### config.mk
export PLATFORM = sky130hd
export DESIGN_NAME = cwc_top
export DESIGN_NICKNAME = d
export VERILOG_FILES = /design/src/include/cwc_pkg.sv /design/src/hdl/cwc_sync.sv /design/src/hdl/cwc_deadband.sv /design/src/hdl/cwc_top.sv
export SDC_FILE = /design/constraint.sdc
export NUM_CORES = 1
export LEC_CHECK = 0
export BUFFER_PORTS_ARGS = -buffer_cell sky130_fd_sc_hd__buf_4
export CORE_ASPECT_RATIO = 2
export CORE_MARGIN = 10
export CORE_UTILIZATION = 45
export CTS_CLUSTER_SIZE = 24
export DETAILED_ROUTE_END_ITERATION = 7
export PLACE_DENSITY = 0.7
export SLEW_MARGIN = 15
export SYNTH_ARGS = -nofsm -noshare
export SYNTH_HDL_FRONTEND = slang
export SYNTH_HIERARCHICAL = 1
export SYNTH_SLANG_ARGS = --single-unit
### constraint.sdc
create_clock -name core_clk_i -period 4.39 [get_ports core_clk_i]
set_input_delay 0.439 -clock core_clk_i [delete_from_list [all_inputs] [get_ports core_clk_i]]
set_output_delay 0.439 -clock core_clk_i [all_outputs]
set_load 0.02 [all_outputs]
### src/include/cwc_pkg.sv
// Package for the complementary waveform control block: map, fields, modes, shutdown sources
`default_nettype none
package cwc_pkg;

  localparam int unsigned APB_AW = 8;
  localparam int unsigned APB_DW = 32;
  localparam int unsigned REG_W = 8;
  localparam int unsigned DB_W = 6;
  localparam int unsigned SD_W = 5;

  // Byte addresses of the registers
  localparam logic [APB_AW-1:0] OFS_CONTROL_0 = 8'h00;
  localparam logic [APB_AW-1:0] OFS_CONTROL_1 = 8'h04;
  localparam logic [APB_AW-1:0] OFS_CLOCK_SELECT = 8'h08;
  localparam logic [APB_AW-1:0] OFS_SHUTDOWN_EN = 8'h0c;
  localparam logic [APB_AW-1:0] OFS_RISING_DB = 8'h10;
  localparam logic [APB_AW-1:0] OFS_STEER_STATUS = 8'h14;

  // Field positions
  localparam int unsigned CON0_EN_BIT = 7;
  localparam int unsigned CON0_LD_BIT = 6;
  localparam int unsigned CON0_MODE_LSB = 0;
  localparam int unsigned CON1_IN_BIT = 5;
  localparam int unsigned CON1_POL_LSB = 0;
  localparam int unsigned CLK_CS_BIT = 0;
  localparam int unsigned AS_LSB = 0;
  localparam int unsigned DB_LSB = 0;
  localparam int unsigned STEER_LSB = 0;
  localparam int unsigned STAT_SD_BIT = 4;

  // Shutdown source positions
  localparam int unsigned SD_PIN = 0;
  localparam int unsigned SD_CMP1 = 1;
  localparam int unsigned SD_LOGIC4 = 4;

  // Reset values
  localparam logic [2:0] MODE_RST = 3'h0;
  localparam logic [3:0] NIBBLE_RST = 4'h0;
  localparam logic [SD_W-1:0] SD_RST = 5'h00;
  localparam logic [DB_W-1:0] DB_RST = 6'h00;
  localparam logic [REG_W-1:0] BYTE_ZERO = 8'h00;
  localparam logic [APB_DW-1:0] WORD_ZERO = 32'h0000_0000;

  typedef enum logic [2:0] {
    CWC_MODE_ASYNC_STEER = 3'h0,
    CWC_MODE_SYNC_STEER = 3'h1,
    CWC_MODE_FWD_FULL = 3'h2,
    CWC_MODE_REV_FULL = 3'h3,
    CWC_MODE_HALF_BRIDGE = 3'h4,
    CWC_MODE_PUSH_PULL = 3'h5,
    CWC_MODE_RSVD_6 = 3'h6,
    CWC_MODE_RSVD_7 = 3'h7
  } cwc_mode_type;

  // One bit per output channel, a in bit 0
  typedef struct packed {
    logic d;
    logic c;
    logic b;
    logic a;
  } cwc_quad_type;

  // Shutdown request lines in source order
  typedef struct packed {
    logic logic4;
    logic src3;
    logic src2;
    logic cmp1;
    logic pin;
  } cwc_sd_type;

  function automatic logic cwc_is_reg(input logic [APB_AW-1:0] addr);
    return (addr == OFS_CONTROL_0) || (addr == OFS_CONTROL_1) ||
           (addr == OFS_CLOCK_SELECT) || (addr == OFS_SHUTDOWN_EN) ||
           (addr == OFS_RISING_DB) || (addr == OFS_STEER_STATUS);
  endfunction : cwc_is_reg

  function automatic logic [APB_DW-1:0] cwc_word(input logic [REG_W-1:0] b);
    return {{(APB_DW-REG_W){1'b0}}, b};
  endfunction : cwc_word

endpackage : cwc_pkg
`default_nettype wire

### src/hdl/cwc_sync.sv
// Two-stage synchroniser for a group of pin-level inputs
`timescale 1ns/1ps
`default_nettype none
module cwc_sync
  import cwc_pkg::*;
#(
  parameter int unsigned WIDTH = 1
) (
  input wire logic core_clk_i,
  input wire logic srst_i,
  input wire logic ce_i,
  input wire logic [WIDTH-1:0] async_i,
  output logic [WIDTH-1:0] sync_o
);

  logic [WIDTH-1:0] meta_ff;
  logic [WIDTH-1:0] sync_ff;
  logic [WIDTH-1:0] nxt_meta;
  logic [WIDTH-1:0] nxt_sync;

  // First stage feeds only the second stage
  always_comb begin
    nxt_meta = meta_ff;
    nxt_sync = sync_ff;
    if (srst_i) begin
      nxt_meta = '0;
      nxt_sync = '0;
    end else if (ce_i) begin
      nxt_meta = async_i;
      nxt_sync = meta_ff;
    end
  end

  always_ff @(posedge core_clk_i) begin
    meta_ff <= nxt_meta;
    sync_ff <= nxt_sync;
  end

  assign sync_o = sync_ff;

endmodule : cwc_sync
`default_nettype wire

### src/hdl/cwc_deadband.sv
// Rising-edge dead-band delay counter
`timescale 1ns/1ps
`default_nettype none
module cwc_deadband
  import cwc_pkg::*;
(
  input wire logic core_clk_i,
  input wire logic srst_i,
  input wire logic ce_i,
  input wire logic tick_i,
  input wire logic data_i,
  input wire logic data_rise_i,
  input wire logic [DB_W-1:0] count_i,
  output logic delayed_o
);

  logic [DB_W-1:0] cnt_ff;
  logic [DB_W-1:0] nxt_cnt;
  logic busy_ff;
  logic nxt_busy;

  always_comb begin
    nxt_cnt = cnt_ff;
    nxt_busy = busy_ff;
    if (srst_i) begin
      nxt_cnt = DB_RST;
      nxt_busy = 1'b0;
    end else if (ce_i) begin
      if (!data_i) begin
        nxt_busy = 1'b0;
      end else if (data_rise_i) begin
        nxt_cnt = count_i;
        nxt_busy = (count_i != DB_RST);
      end else if (busy_ff && tick_i) begin
        nxt_cnt = cnt_ff - 6'h01;
        nxt_busy = (cnt_ff != 6'h01);
      end
    end
  end

  always_ff @(posedge core_clk_i) begin
    cnt_ff <= nxt_cnt;
    busy_ff <= nxt_busy;
  end

  // Count of zero passes the edge with no added delay
  assign delayed_o = data_i && !busy_ff && !(data_rise_i && (count_i != DB_RST));

endmodule : cwc_deadband
`default_nettype wire

### src/hdl/cwc_top.sv
// Complementary waveform control: APB registers, mode steering, shutdown, polarity
//
// Local design decisions: the APB slave port and the placing of the registers.
`timescale 1ns/1ps
`default_nettype none
module cwc_top
  import cwc_pkg::*;
(
  input wire logic core_clk_i,
  input wire logic srst_i,
  input wire logic ce_i,
  input wire logic psel_i,
  input wire logic penable_i,
  input wire logic pwrite_i,
  input wire logic [APB_AW-1:0] paddr_i,
  input wire logic [APB_DW-1:0] pwdata_i,
  output logic [APB_DW-1:0] prdata_o,
  output logic pready_o,
  output logic pslverr_o,
  input wire logic fosc_tick_i,
  input wire logic internal_fast_oscillator_tick_i,
  input wire logic data_pin_i,
  input wire cwc_sd_type shutdown_req_i,
  output cwc_quad_type wave_o,
  output logic shutdown_o
);

  // Pin-level inputs are synchronised before use
  logic data_sync;
  cwc_sd_type sd_sync;

  cwc_sync #(
    .WIDTH(1)
  ) u_data_sync (
    .core_clk_i(core_clk_i),
    .srst_i(srst_i),
    .ce_i(ce_i),
    .async_i(data_pin_i),
    .sync_o(data_sync)
  );

  cwc_sync #(
    .WIDTH(SD_W)
  ) u_sd_sync (
    .core_clk_i(core_clk_i),
    .srst_i(srst_i),
    .ce_i(ce_i),
    .async_i(shutdown_req_i),
    .sync_o(sd_sync)
  );

  // Register state
  logic en_ff;
  logic nxt_en;
  logic load_ff;
  logic nxt_load;
  cwc_mode_type mode_ff;
  cwc_mode_type nxt_mode;
  logic [3:0] pol_ff;
  logic [3:0] nxt_pol;
  logic cs_ff;
  logic nxt_cs;
  logic [SD_W-1:0] sd_en_ff;
  logic [SD_W-1:0] nxt_sd_en;
  logic [DB_W-1:0] rising_deadband_value_ff;
  logic [DB_W-1:0] nxt_rising_deadband_value;
  logic [3:0] steer_ff;
  logic [3:0] nxt_steer;

  // Generator state
  logic data_prev_ff;
  logic nxt_data_prev;
  logic seen_fall_ff;
  logic nxt_seen_fall;
  logic [DB_W-1:0] db_work_ff;
  logic [DB_W-1:0] nxt_db_work;
  logic [3:0] steer_work_ff;
  logic [3:0] nxt_steer_work;
  logic phase_ff;
  logic nxt_phase;
  cwc_quad_type wave_ff;
  cwc_quad_type nxt_wave;
  logic sd_ff;
  logic nxt_sd;

  // Bus state
  logic pready_ff;
  logic nxt_pready;
  logic pslverr_ff;
  logic nxt_pslverr;
  logic [APB_DW-1:0] prdata_ff;
  logic [APB_DW-1:0] nxt_prdata;

  logic access;
  logic wr_fire;
  logic [REG_W-1:0] wbyte;
  logic data_rise;
  logic data_fall;
  logic tick;
  logic db_out;
  logic sd_now;
  cwc_quad_type raw;

  assign access = psel_i && penable_i;
  // Write lands only at the edge where pready is seen high
  assign wr_fire = access && pready_ff && pwrite_i && cwc_is_reg(paddr_i);
  assign wbyte = pwdata_i[REG_W-1:0];
  assign data_rise = data_sync && !data_prev_ff;
  assign data_fall = !data_sync && data_prev_ff;
  assign tick = cs_ff ? internal_fast_oscillator_tick_i : fosc_tick_i;
  assign sd_now = |(sd_en_ff & sd_sync);

  cwc_deadband u_deadband (
    .core_clk_i(core_clk_i),
    .srst_i(srst_i),
    .ce_i(ce_i),
    .tick_i(tick),
    .data_i(data_sync && en_ff),
    .data_rise_i(data_rise && en_ff),
    .count_i(db_work_ff),
    .delayed_o(db_out)
  );

  // Register file next state
  always_comb begin
    nxt_en = en_ff;
    nxt_load = load_ff;
    nxt_mode = mode_ff;
    nxt_pol = pol_ff;
    nxt_cs = cs_ff;
    nxt_sd_en = sd_en_ff;
    nxt_rising_deadband_value = rising_deadband_value_ff;
    nxt_steer = steer_ff;
    if (srst_i) begin
      nxt_en = 1'b0;
      nxt_load = 1'b0;
      nxt_mode = cwc_mode_type'(MODE_RST);
      nxt_pol = NIBBLE_RST;
      nxt_cs = 1'b0;
      nxt_sd_en = SD_RST;
      nxt_rising_deadband_value = DB_RST;
      nxt_steer = NIBBLE_RST;
    end else if (ce_i) begin
      // Hardware clears the load bit once the transfer happened
      if (load_ff && data_rise && seen_fall_ff) begin
        nxt_load = 1'b0;
      end
      if (!en_ff) begin
        nxt_load = 1'b0;
      end
      if (wr_fire) begin
        unique case (paddr_i)
          OFS_CONTROL_0: begin
            nxt_en = wbyte[CON0_EN_BIT];
            // Load request honoured only when enable was already set
            if (wbyte[CON0_LD_BIT] && en_ff && wbyte[CON0_EN_BIT]) begin
              nxt_load = 1'b1;
            end
            if (!wbyte[CON0_EN_BIT]) begin
              nxt_load = 1'b0;
            end
            nxt_mode = cwc_mode_type'(wbyte[CON0_MODE_LSB +: 3]);
          end
          OFS_CONTROL_1: nxt_pol = wbyte[CON1_POL_LSB +: 4];
          OFS_CLOCK_SELECT: nxt_cs = wbyte[CLK_CS_BIT];
          OFS_SHUTDOWN_EN: nxt_sd_en = wbyte[AS_LSB +: SD_W];
          OFS_RISING_DB: nxt_rising_deadband_value = wbyte[DB_LSB +: DB_W];
          OFS_STEER_STATUS: nxt_steer = wbyte[STEER_LSB +: 4];
          default: begin
          end
        endcase
      end
    end
  end

  // Waveform generation next state
  always_comb begin
    nxt_data_prev = data_prev_ff;
    nxt_seen_fall = seen_fall_ff;
    nxt_db_work = db_work_ff;
    nxt_steer_work = steer_work_ff;
    nxt_phase = phase_ff;
    nxt_wave = wave_ff;
    nxt_sd = sd_ff;
    raw = '0;
    unique case (mode_ff)
      CWC_MODE_ASYNC_STEER: raw = steer_ff & {4{data_sync}};
      CWC_MODE_SYNC_STEER: raw = steer_work_ff & {4{data_sync}};
      CWC_MODE_FWD_FULL: begin
        raw.a = 1'b1;
        raw.d = data_sync;
      end
      CWC_MODE_REV_FULL: begin
        raw.c = 1'b1;
        raw.b = data_sync;
      end
      CWC_MODE_HALF_BRIDGE: begin
        raw.a = db_out;
        raw.c = db_out;
        raw.b = !data_sync;
        raw.d = !data_sync;
      end
      CWC_MODE_PUSH_PULL: begin
        raw.a = db_out && !(phase_ff ^ data_rise);
        raw.b = db_out && (phase_ff ^ data_rise);
      end
      // Reserved codes keep every output inactive
      CWC_MODE_RSVD_6, CWC_MODE_RSVD_7: raw = '0;
    endcase
    if (srst_i) begin
      nxt_data_prev = 1'b0;
      nxt_seen_fall = 1'b0;
      nxt_db_work = DB_RST;
      nxt_steer_work = NIBBLE_RST;
      nxt_phase = 1'b0;
      nxt_wave = '0;
      nxt_sd = 1'b0;
    end else if (ce_i) begin
      nxt_data_prev = data_sync;
      // Arm on a fall seen while load is pending
      if (!load_ff) begin
        nxt_seen_fall = 1'b0;
      end else if (data_fall) begin
        nxt_seen_fall = 1'b1;
      end
      if (load_ff && seen_fall_ff && data_rise) begin
        nxt_db_work = rising_deadband_value_ff;
        nxt_seen_fall = 1'b0;
      end
      if (data_rise) begin
        nxt_steer_work = steer_ff;
        nxt_phase = !phase_ff;
      end
      nxt_sd = en_ff && sd_now;
      // Disabled or shut down: drive the inactive level for each polarity
      if (!en_ff || sd_now) begin
        nxt_wave = cwc_quad_type'(pol_ff);
      end else begin
        nxt_wave = raw ^ cwc_quad_type'(pol_ff);
      end
    end
  end

  // APB slave: pready one cycle into the access phase
  always_comb begin
    nxt_pready = pready_ff;
    nxt_pslverr = pslverr_ff;
    nxt_prdata = prdata_ff;
    if (srst_i) begin
      nxt_pready = 1'b0;
      nxt_pslverr = 1'b0;
      nxt_prdata = WORD_ZERO;
    end else if (ce_i) begin
      nxt_pready = access && !pready_ff;
      nxt_pslverr = access && !pready_ff && !cwc_is_reg(paddr_i);
      nxt_prdata = WORD_ZERO;
      if (access && !pready_ff && !pwrite_i) begin
        unique case (paddr_i)
          OFS_CONTROL_0: nxt_prdata = cwc_word({en_ff, load_ff, 3'h0, mode_ff});
          OFS_CONTROL_1: nxt_prdata = cwc_word({2'h0, data_sync, 1'b0, pol_ff});
          OFS_CLOCK_SELECT: nxt_prdata = cwc_word({7'h00, cs_ff});
          OFS_SHUTDOWN_EN: nxt_prdata = cwc_word({3'h0, sd_en_ff});
          OFS_RISING_DB: nxt_prdata = cwc_word({2'h0, rising_deadband_value_ff});
          OFS_STEER_STATUS: nxt_prdata = cwc_word({3'h0, sd_ff, steer_ff});
          default: nxt_prdata = WORD_ZERO;
        endcase
      end
    end
  end

  always_ff @(posedge core_clk_i) begin
    en_ff <= nxt_en;
    load_ff <= nxt_load;
    mode_ff <= nxt_mode;
    pol_ff <= nxt_pol;
    cs_ff <= nxt_cs;
    sd_en_ff <= nxt_sd_en;
    rising_deadband_value_ff <= nxt_rising_deadband_value;
    steer_ff <= nxt_steer;
  end

  always_ff @(posedge core_clk_i) begin
    data_prev_ff <= nxt_data_prev;
    seen_fall_ff <= nxt_seen_fall;
    db_work_ff <= nxt_db_work;
    steer_work_ff <= nxt_steer_work;
    phase_ff <= nxt_phase;
    wave_ff <= nxt_wave;
    sd_ff <= nxt_sd;
  end

  always_ff @(posedge core_clk_i) begin
    pready_ff <= nxt_pready;
    pslverr_ff <= nxt_pslverr;
    prdata_ff <= nxt_prdata;
  end

  assign prdata_o = prdata_ff;
  assign pready_o = pready_ff;
  assign pslverr_o = pslverr_ff;
  assign wave_o = wave_ff;
  assign shutdown_o = sd_ff;

endmodule : cwc_top
`default_nettype wire

-- Yosys cells after proc, flatten, opt, wreduce, memory -nomap -nowiden
Index checks and enable logic that the tools add are counted.
- equality and inequality tests: 13
- reductions and logical operators: 56
- multiplexer cells: 22
- $add $sub $neg: 1
- bitwise gates (word level): 5
- operators with widths (cell ; count):
    $pmux W8 S6 ; 1
    $logic_and A1 B1 Y1 ; 24
    $reduce_and A3 Y1 ; 7
    $eq A8 B4 Y1 const B ; 2
    $eq A8 B5 Y1 const B ; 2
    $mux W1 ; 13
    $mux W6 ; 2
    $logic_not A1 Y1 ; 10
    $pmux W1 S5 ; 2
    $and A4 B4 Y4 ; 2
    $eq A8 B3 Y1 const B ; 1
    $logic_not A8 Y1 ; 1
    $mux W8 ; 1
    $pmux W1 S4 ; 2
    $reduce_and A2 Y1 ; 4
    $eq A3 B2 Y1 const B ; 2
    $eq A3 B3 Y1 const B ; 2
    $logic_or A1 B1 Y1 ; 6
    $ne A6 B1 Y1 const B ; 1
    $reduce_bool A6 Y1 ; 1
    $sub A6 B1 Y6 const B ; 1
    $and A5 B5 Y5 ; 1
    $reduce_or A5 Y1 ; 1
    $mux W4 ; 1
    7 further kinds ; 7
- flip-flop bits (word level): 96
- word-level logic and storage cells: 124
- output and inout port bits: 39
- input port bits: 54

-- Logic depth before layout (Yosys ltp)
Gate-level depths: netlist of the first run.
- depth after elaboration: 10
- gate-level depth with buffers: 11

-- Modules after synthesis
The synthesis of the first run kept the hierarchy.
- by module, submodules not included (module ; times used ; cells each ; area an instance (um^2)):
    cwc_top ; 1 ; 321 ; 2830.2
    cwc_deadband ; 1 ; 65 ; 510.5
    cwc_sync (u_sd_sync) ; 1 ; 32 ; 352.8
    cwc_sync (u_data_sync) ; 1 ; 6 ; 67.6

-- Worst setup path after synthesis of the first run
No wires, ideal clock.
- path type: input -> register
- start: input port paddr_i[5]
- end: register rising_deadband_value_ff[0]
- buffers on the path: 1
- path slack: 2156 ps
- stages on the path: 6
- data arrival time: 2107 ps
- path through: or3_4 -> or4_4 -> buf_6 -> nor4b_4 -> mux2i_1 -> nor2_1
- cells in the longest elaborated chain, start to end: 8
- elaborated cells on any way between the ends: 13
- classes of those cells: 5 x eq/ne; 8 x reduce/logical
- ends and longest elaborated chain (item ; RTL line ; text):
    start: declaration ; cwc_top.sv:15 ; input wire logic [APB_AW-1:0] paddr_i,
    $eq A8 B3 Y1 or $logic_not A8 Y1 (tied branches) ; cwc_pkg.sv:73 ; return (addr == OFS_CONTROL_0) || (addr == OFS_CONTROL_1) ||
    $logic_or A1 B1 Y1 (2 in series) ; cwc_pkg.sv:73 ;
    $logic_or A1 B1 Y1 (2 in series) ; cwc_pkg.sv:74 ; (addr == OFS_CLOCK_SELECT) || (addr == OFS_SHUTDOWN_EN) ||
    $logic_or A1 B1 Y1 ; cwc_pkg.sv:75 ; (addr == OFS_RISING_DB) || (addr == OFS_STEER_STATUS);
    $logic_and A1 B1 Y1 ; cwc_top.sv:106 ; assign wr_fire = access && pready_ff && pwrite_i && cwc_is_reg(paddr_i);
    $reduce_and A3 Y1 (no source line) * ; - ;
    end signal: assignment ; cwc_top.sv:278 ; rising_deadband_value_ff <= nxt_rising_deadband_value;
    end: declaration ; cwc_top.sv:65 ; logic [DB_W-1:0] rising_deadband_value_ff;
Every way passes the cells marked *; elsewhere a longest branch is shown, timed or not.
A chain may end at the register's enable or synchronous reset.

-- Final worst setup path of the first run
- start: register u_data_sync.sync_ff (netlist: u_data_sync/sync_o)
- end: register wave_ff, in the netlist wave_o[2]
- cells in the longest elaborated chain, start to end: 8
- elaborated cells on any way between the ends: 12
- classes of those cells: 2 x mux; 3 x bitwise; 7 x reduce/logical
- ends and longest elaborated chain (item ; RTL line ; text):
    start: declaration ; cwc_sync.sv:17 ; logic [WIDTH-1:0] sync_ff;
    start signal: assignment ; cwc_sync.sv:36 ; sync_ff <= nxt_sync;
    $logic_and A1 B1 Y1 ; cwc_top.sv:108 ; assign data_rise = data_sync && !data_prev_ff;
    $logic_and A1 B1 Y1 ; cwc_top.sv:119 ; .data_rise_i(data_rise && en_ff),
    $logic_and A1 B1 Y1 ; cwc_deadband.sv:47 ; assign delayed_o = data_i && !busy_ff && !(data_rise_i && (count_i != DB_RST));
    $logic_not A1 Y1 ; cwc_deadband.sv:47 ;
    $logic_and A1 B1 Y1 * ; cwc_deadband.sv:47 ;
    named net db_out ; cwc_top.sv:100 ; logic db_out;
    $pmux W1 S4 * ; cwc_top.sv:186 ; unique case (mode_ff)
    $xor A4 B4 Y4 * ; cwc_top.sv:239 ; nxt_wave = raw ^ cwc_quad_type'(pol_ff);
    $mux W4 * ; cwc_top.sv:236 ; if (!en_ff || sd_now) begin
    end signal: assignment ; cwc_top.sv:288 ; wave_ff <= nxt_wave;
    end: declaration ; cwc_top.sv:81 ; cwc_quad_type wave_ff;
Mark *: on every way through the listed nets, which the timed path passes. The rest lies on a longest branch.

==> impl_metrics.json, run 1 <==
{
  "routed_wirelength_um": 9730,
  "relSlewSlack_pct": 48.8,
  "std_cell_rows": 47,
  "synthTopCellsByArea": "dfxtp_1 (38%), mux2i_1 (14%), nor2_1 (7.3%), buf_4 (4.8%), nand2_1 (2.6%)",
  "setup_ws_ps": 1490,
  "gr-total-overflow": 0,
  "post_placement_setup_slack_ps": 1570,
  "yosys_register_bits": 72,
  "mappedNetlistArea_um2": 3760,
  "grt_pass1_vias": 3131,
  "final-seq-area_um2": 1440,
  "setup.worst_path.start_class": "register",
  "total_inserted_antenna_cells": 0,
  "p_leak_uw": 0.00164,
  "tritoncts_num_sinks": 72,
  "route.antenna.remaining_nets": 0,
  "post-synth-top-area-cell": "dfxtp_1",
  "worst_slew_pin_slew_ps": 761,
  "layout_area_overhead_pct": 15.1,
  "worst_path_max_delay_cell": "dfxtp_1",
  "clk_transition_reported_paths_ps": 60,
  "asyncSetResetFlopFracSynth_pct": 0,
  "ys_types": 64,
  "synth_warnings": 6,
  "synth-edff-count": 0,
  "syn_area_per_cell_um2": 8.87,
  "final.fill_count": 791,
  "holdBufCountCts": 0,
  "top_level_ports": 93,
  "die_y_um": 149,
  "critical_path_arrival_ps": 3140,
  "io_buffers": 44,
  "final_area_um2": 4330,
  "worst-endpoint-required_ps": 4630,
  "cts_setup_buffers": 0,
  "critPathMaxStageDelay_ps": 620,
  "cts-root-buf": "clkbuf_16",
  "max_freq_mhz": 345,
  "vias": 3105,
  "antenna_found_initial": 0,
  "layout_min_cycle_time_ps": 2900,
  "maxCapViolCount": 0,
  "synth_largest_type_area_fraction_pct": 38.3,
  "setup_violations": 0,
  "mostFrequentLayoutCell": "nor2_1",
  "clock_tree_from_tritoncts": "done",
  "cellPowerDensity_nw_per_um2": 363,
  "track_usage_pct": 15.3,
  "htree_levels": 3,
  "grt_pass1_wl_um": 15800,
  "critical_path_cell_by_cell": "nor2b_1 > and2_1 > a211oi_1 > inv_1 > o21ai_0 > nor3b_1 > xnor2_1 > a211oi_1",
  "multi_input_comb_area_um2": 2060,
  "remaining_drc_errors": 0,
  "gpl.final_weighted_congestion": 0.881,
  "first_pass_iteration_count_of_the_detailed_router": 8,
  "path_common_cell": "a211oi_1",
  "criticalPathCategory": "reg -> reg",
  "synth_sequential_area_ratio_pct": 38.3,
  "dieWidth_um": 84.6,
  "initial_utilization_pct": 45.7,
  "drive_gt1_share_pct": 17.1,
  "skew_ps": 5.23,
  "crit_fanout": 18,
  "worst_ir_drop_vdd_mv": 0.337,
  "run_status": "completed",
  "period_utilization_post_route_pct": 66.1,
  "end_kind": "register",
  "cts-root-to-sink-buffers": 2,
  "floorplan_core_area_um2": 8230,
  "worst_skew_pair.late_latency_ps": 330,
  "most_used_flip_flop_cell_after_synthesis": "dfxtp_1",
  "first_iter_violations": 291,
  "viasPerCell": 5.59,
  "fin_nets": 508,
  "grt_max_degree": 78,
  "post_synth_inst_count": 424,
  "hold_violations": 0,
  "die_area_um2": 12600,
  "place_area_um2": 4000,
  "ctsResizeCount": 0,
  "finalSetupTns_ps": 0,
  "min-delay-path-class": "in -> reg",
  "timing_max_transition_violations_final": 0,
  "most-common-layout-cells": "nor2_1 (73), dfxtp_1 (72), mux2i_1 (53), buf_4 (45), nand2_1 (26)",
  "routedWlPerCell_um": 17.5,
  "number_of_buffers_created_by_cts": 9,
  "hpwl_after_detailed_placement_um": 7200,
  "rsz0062_at_grt": "false"
}
==> flip-flops by register name (all words and copies together) (netlist names), 3 cells and up <==
name,count
rising_deadband_value_ff,6
u_sd_sync/meta_ff,5
u_deadband/cnt_ff,6
prdata_o,8
pol_ff,4
sd_en_ff,5
wave_o,4
u_sd_sync/sync_o,5
db_work_ff,6
mode_ff,3
steer_work_ff,4
steer_ff,4
==> final timing paths <==
| path | slack, ps | startpoint | endpoint | cells past startpoint |
|---|---|---|---|---|
| worst max-delay path | 1490 | u_data_sync/sync_o | wave_o[2] | 8 |
| worst min-delay path | 340 | shutdown_req_i[2] | u_sd_sync/meta_ff[2] | 3 |
| worst max register to register | 1490 | u_data_sync/sync_o | wave_o[2] | 8 |
| worst min register to register | 460 | steer_work_ff[0] | steer_work_ff[0] | 2 |
==> worst max-delay path, delay by kind of cell, from the launching register on <==
family,cells,cell delay (ps)
AND/OR/NAND/NOR,3,1380
flip-flops,1,620
AO/OA/AOI/OAI,3,540
XOR/XNOR,1,150
buffers and inverters,1,120
==> power breakdown <==
group	total, uW	switching (uW)	internal (uW)
clock network	798	268	529
registers	667	5.41	661
logic	105	69.3	35.6
==> Yosys cell counts (2+ instances only) <==
cell type	number
nor4_1	6
nor4_4	3
nor2_1	73
nor3b_1	4
a22oi_1	7
mux2_2	2
nand3b_1	3
ha_1	2
nor3_1	6
o21ai_0	11
a32oi_1	3
nand2_1	26
inv_1	10
mux2i_1	53
o22ai_1	3
nand2b_1	7
a211oi_1	4
dfxtp_1	72
and2_1	2
a21o_1	2
a31oi_1	2
mux4_2	2
a21oi_1	18
nor2b_1	4
buf_1	4
nand3_1	11
and3b_1	2
and3_1	2
clkbuf_1	18
buf_4	24
or3_1	2
buf_6	4
==> cells by family after synthesis <==
group	share of synthesized area [%]
AO/OA/AOI/OAI	12.4
XOR/XNOR	0.466
adder cells (fa/ha/maj)	0.665
buffers and inverters	9.31
flip-flops	38.3
multiplexers	15.9
other	0.0997
AND/OR/NAND/NOR	22.9
==> metrics by stage <==
step / util [%] / instances / power (uW) / hold WS [ps]
3_5_place_dp: 48.5 / 539 / 784 / 451
3_3_place_gp: 48.5 / 539 / 783 / 443
5_1_grt: 52.6 / 555 / 1610 / 352
6_report: 52.6 / 555 / 1570 / 345
2_1_floorplan: - / 447 / 762 / 433
4_1_cts: 52.6 / 555 / 1580 / 338
==> per-layer routing <==
metal	GRT usage [%]	vias to the layer above	routed length, um
met4	8.11	0	288
met3	3.77	17	501
met5	0	-	0
met2	28.0	95	5370
li1	-	1502	-
met1	15.2	1491	3570
==> layout make-up <==
type | count | share of cell area [%]
Multi-Input combinational cell | 314 | 47.5
Timing Repair Buffer | 45 | 7.81
Inverter | 10 | 0.867
Clock inverter | 4 | 1.76
Sequential cell | 72 | 33.3
Clock buffer | 12 | 5.93
Tap cell | 98 | 2.83
Note: power is estimated with default switching activity, not from simulation.
==> run 2: changes to the inputs <==
==> constraint.sdc (replaced) <==
create_clock -name core_clk_i -period 2.92 [get_ports core_clk_i]
set_input_delay 0.292 -clock core_clk_i [delete_from_list [all_inputs] [get_ports core_clk_i]]
set_output_delay 0.292 -clock core_clk_i [all_outputs]
set_load 0.02 [all_outputs]
==> run 2 against run 1 <==
Compared with the run above:
- the flow now finishes with violations (design-rule violations)
- via count shrank 1.7%
- sequential share of layout area increased by 0.16 points
- critical path type unchanged
- largest cell class unchanged
- die area unchanged
==> impl_metrics.json, run 2 (synthesized netlist as in run 1, its figures left out) <==
{
  "run_status": "complete, but fails checks",
  "violations": "design-rule violations",
  "place_area_um2": 4030,
  "final-seq-area_um2": 1440,
  "grt_max_degree": 42,
  "multi_input_comb_area_um2": 2060,
  "cts-root-buf": "clkbuf_16",
  "drive_gt1_share_pct": 17.8,
  "hold_violations": 0,
  "setup_ws_ps": 614,
  "top_level_ports": 93,
  "floorplan_core_area_um2": 8230,
  "worst-endpoint-required_ps": 3170,
  "initial_utilization_pct": 45.7,
  "remaining_drc_errors": 1,
  "finalSetupTns_ps": 0,
  "grt_pass1_vias": 3035,
  "post_placement_setup_slack_ps": 576,
  "grt_pass1_wl_um": 15800,
  "routedWlPerCell_um": 17.5,
  "layout_min_cycle_time_ps": 2310,
  "largest_register_ffs": 8,
  "number_of_buffers_created_by_cts": 9,
  "layout_area_overhead_pct": 14.5,
  "worst_skew_pair.late_latency_ps": 330,
  "total_inserted_antenna_cells": 0,
  "critical_path_arrival_ps": 2560,
  "reg2reg_depth": 8,
  "vias": 3051,
  "maxCapViolCount": 0,
  "worst_slew_pin_slew_ps": 721,
  "total_power_uw": 2180,
  "setup.worst_path.start_class": "register",
  "cts-root-to-sink-buffers": 2,
  "viasPerCell": 5.46,
  "criticalPathCategory": "reg -> reg",
  "worst_ir_drop_vdd_mv": 0.459,
  "rrSetupSlack_ps": 610,
  "route.antenna.remaining_nets": 0,
  "final_area_um2": 4310,
  "min-delay-path-class": "in -> reg",
  "cts_setup_buffers": 0,
  "cellPowerDensity_nw_per_um2": 506,
  "std_cell_rows": 47,
  "clock_tree_from_tritoncts": "done",
  "rsz0062_at_grt": "false",
  "skew_ps": 5.77,
  "htree_levels": 3,
  "io_buffers": 44,
  "crit_fanout": 13,
  "holdBufCountCts": 0,
  "max_freq_mhz": 434,
  "relSlewSlack_pct": 51.5,
  "die_y_um": 149,
  "p_leak_uw": 0.00164,
  "worstHoldPathCells": 3,
  "routed_wirelength_um": 9770,
  "setup_violations": 0,
  "tritoncts_num_sinks": 72,
  "mostFrequentLayoutCell": "nor2_1",
  "gpl.final_weighted_congestion": 0.889,
  "ctsResizeCount": 0,
  "fin_nets": 513,
  "fin_hold_ws_ps": 193,
  "most-common-layout-cells": "nor2_1 (73), dfxtp_1 (72), mux2i_1 (53), buf_4 (50), nand2_1 (26)",
  "die_area_um2": 12600,
  "period_utilization_post_route_pct": 79.0,
  "timing_max_transition_violations_final": 0,
  "hpwl_after_detailed_placement_um": 7300,
  "first_pass_iteration_count_of_the_detailed_router": 7,
  "final.fill_count": 804,
  "dieWidth_um": 84.6,
  "clk_transition_reported_paths_ps": 60,
  "end_kind": "register",
  "antenna_found_initial": 0,
  "track_usage_pct": 15.4,
  "gr-total-overflow": 0,
  "first_iter_violations": 253
}
-- run 2: changes by cell type in the layout (fill, tap and decap cells not counted), sizes merged --
cell	previous run	this run
buf	45	50
bufinv	2	0
clkinv	1	2
-- run 2: through the flow --
| step | instances | util [%] |
|---|---|---|
| after global placement | 544 | 49.0 |
| after floorplan | 447 | - |
| final | 559 | 52.3 |
| after global routing | 559 | 52.3 |
| after CTS | 559 | 52.3 |
| after detailed placement | 544 | 49.0 |
-- run 2: worst paths after layout --
check	start	end
hold reg to reg	steer_work_ff[1]	steer_work_ff[1]
hold / removal	data_pin_i	u_data_sync/meta_ff
setup reg to reg	u_data_sync/sync_o	wave_o[2]
setup / recovery	u_data_sync/sync_o	wave_o[2]
-- run 2: cell type report --
cell class,count,area share [%]
Clock buffer,12,5.96
Clock inverter,3,0.407
Inverter,10,0.872
Multi-Input combinational cell,314,47.7
Sequential cell,72,33.5
Tap cell,98,2.85
Timing Repair Buffer,50,8.72
-- run 2: critical path, cell delays in order (launching register included) --
cell      delay [ps]
dfxtp_1          620
and2_1           290
inv_1             90
a211oi_1         370
inv_1            100
o21ai_0          150
nor3b_1          240
xnor2_1          130
a211oi_1         230
-- run 2: power by group --
group	total, uW	internal, uW	switching (uW)
Clock	1010	613	402
Combinational	160	55.9	104
Sequential	1000	994	8.06
Total	2180	1660	514
-- run 2: layer usage --
layer / part of all wire, % / track usage (%)
met5: 0 / 0
met4: 4.5 / 9.35
met3: 5.3 / 3.94
met2: 54 / 27.5
met1: 36 / 15.5
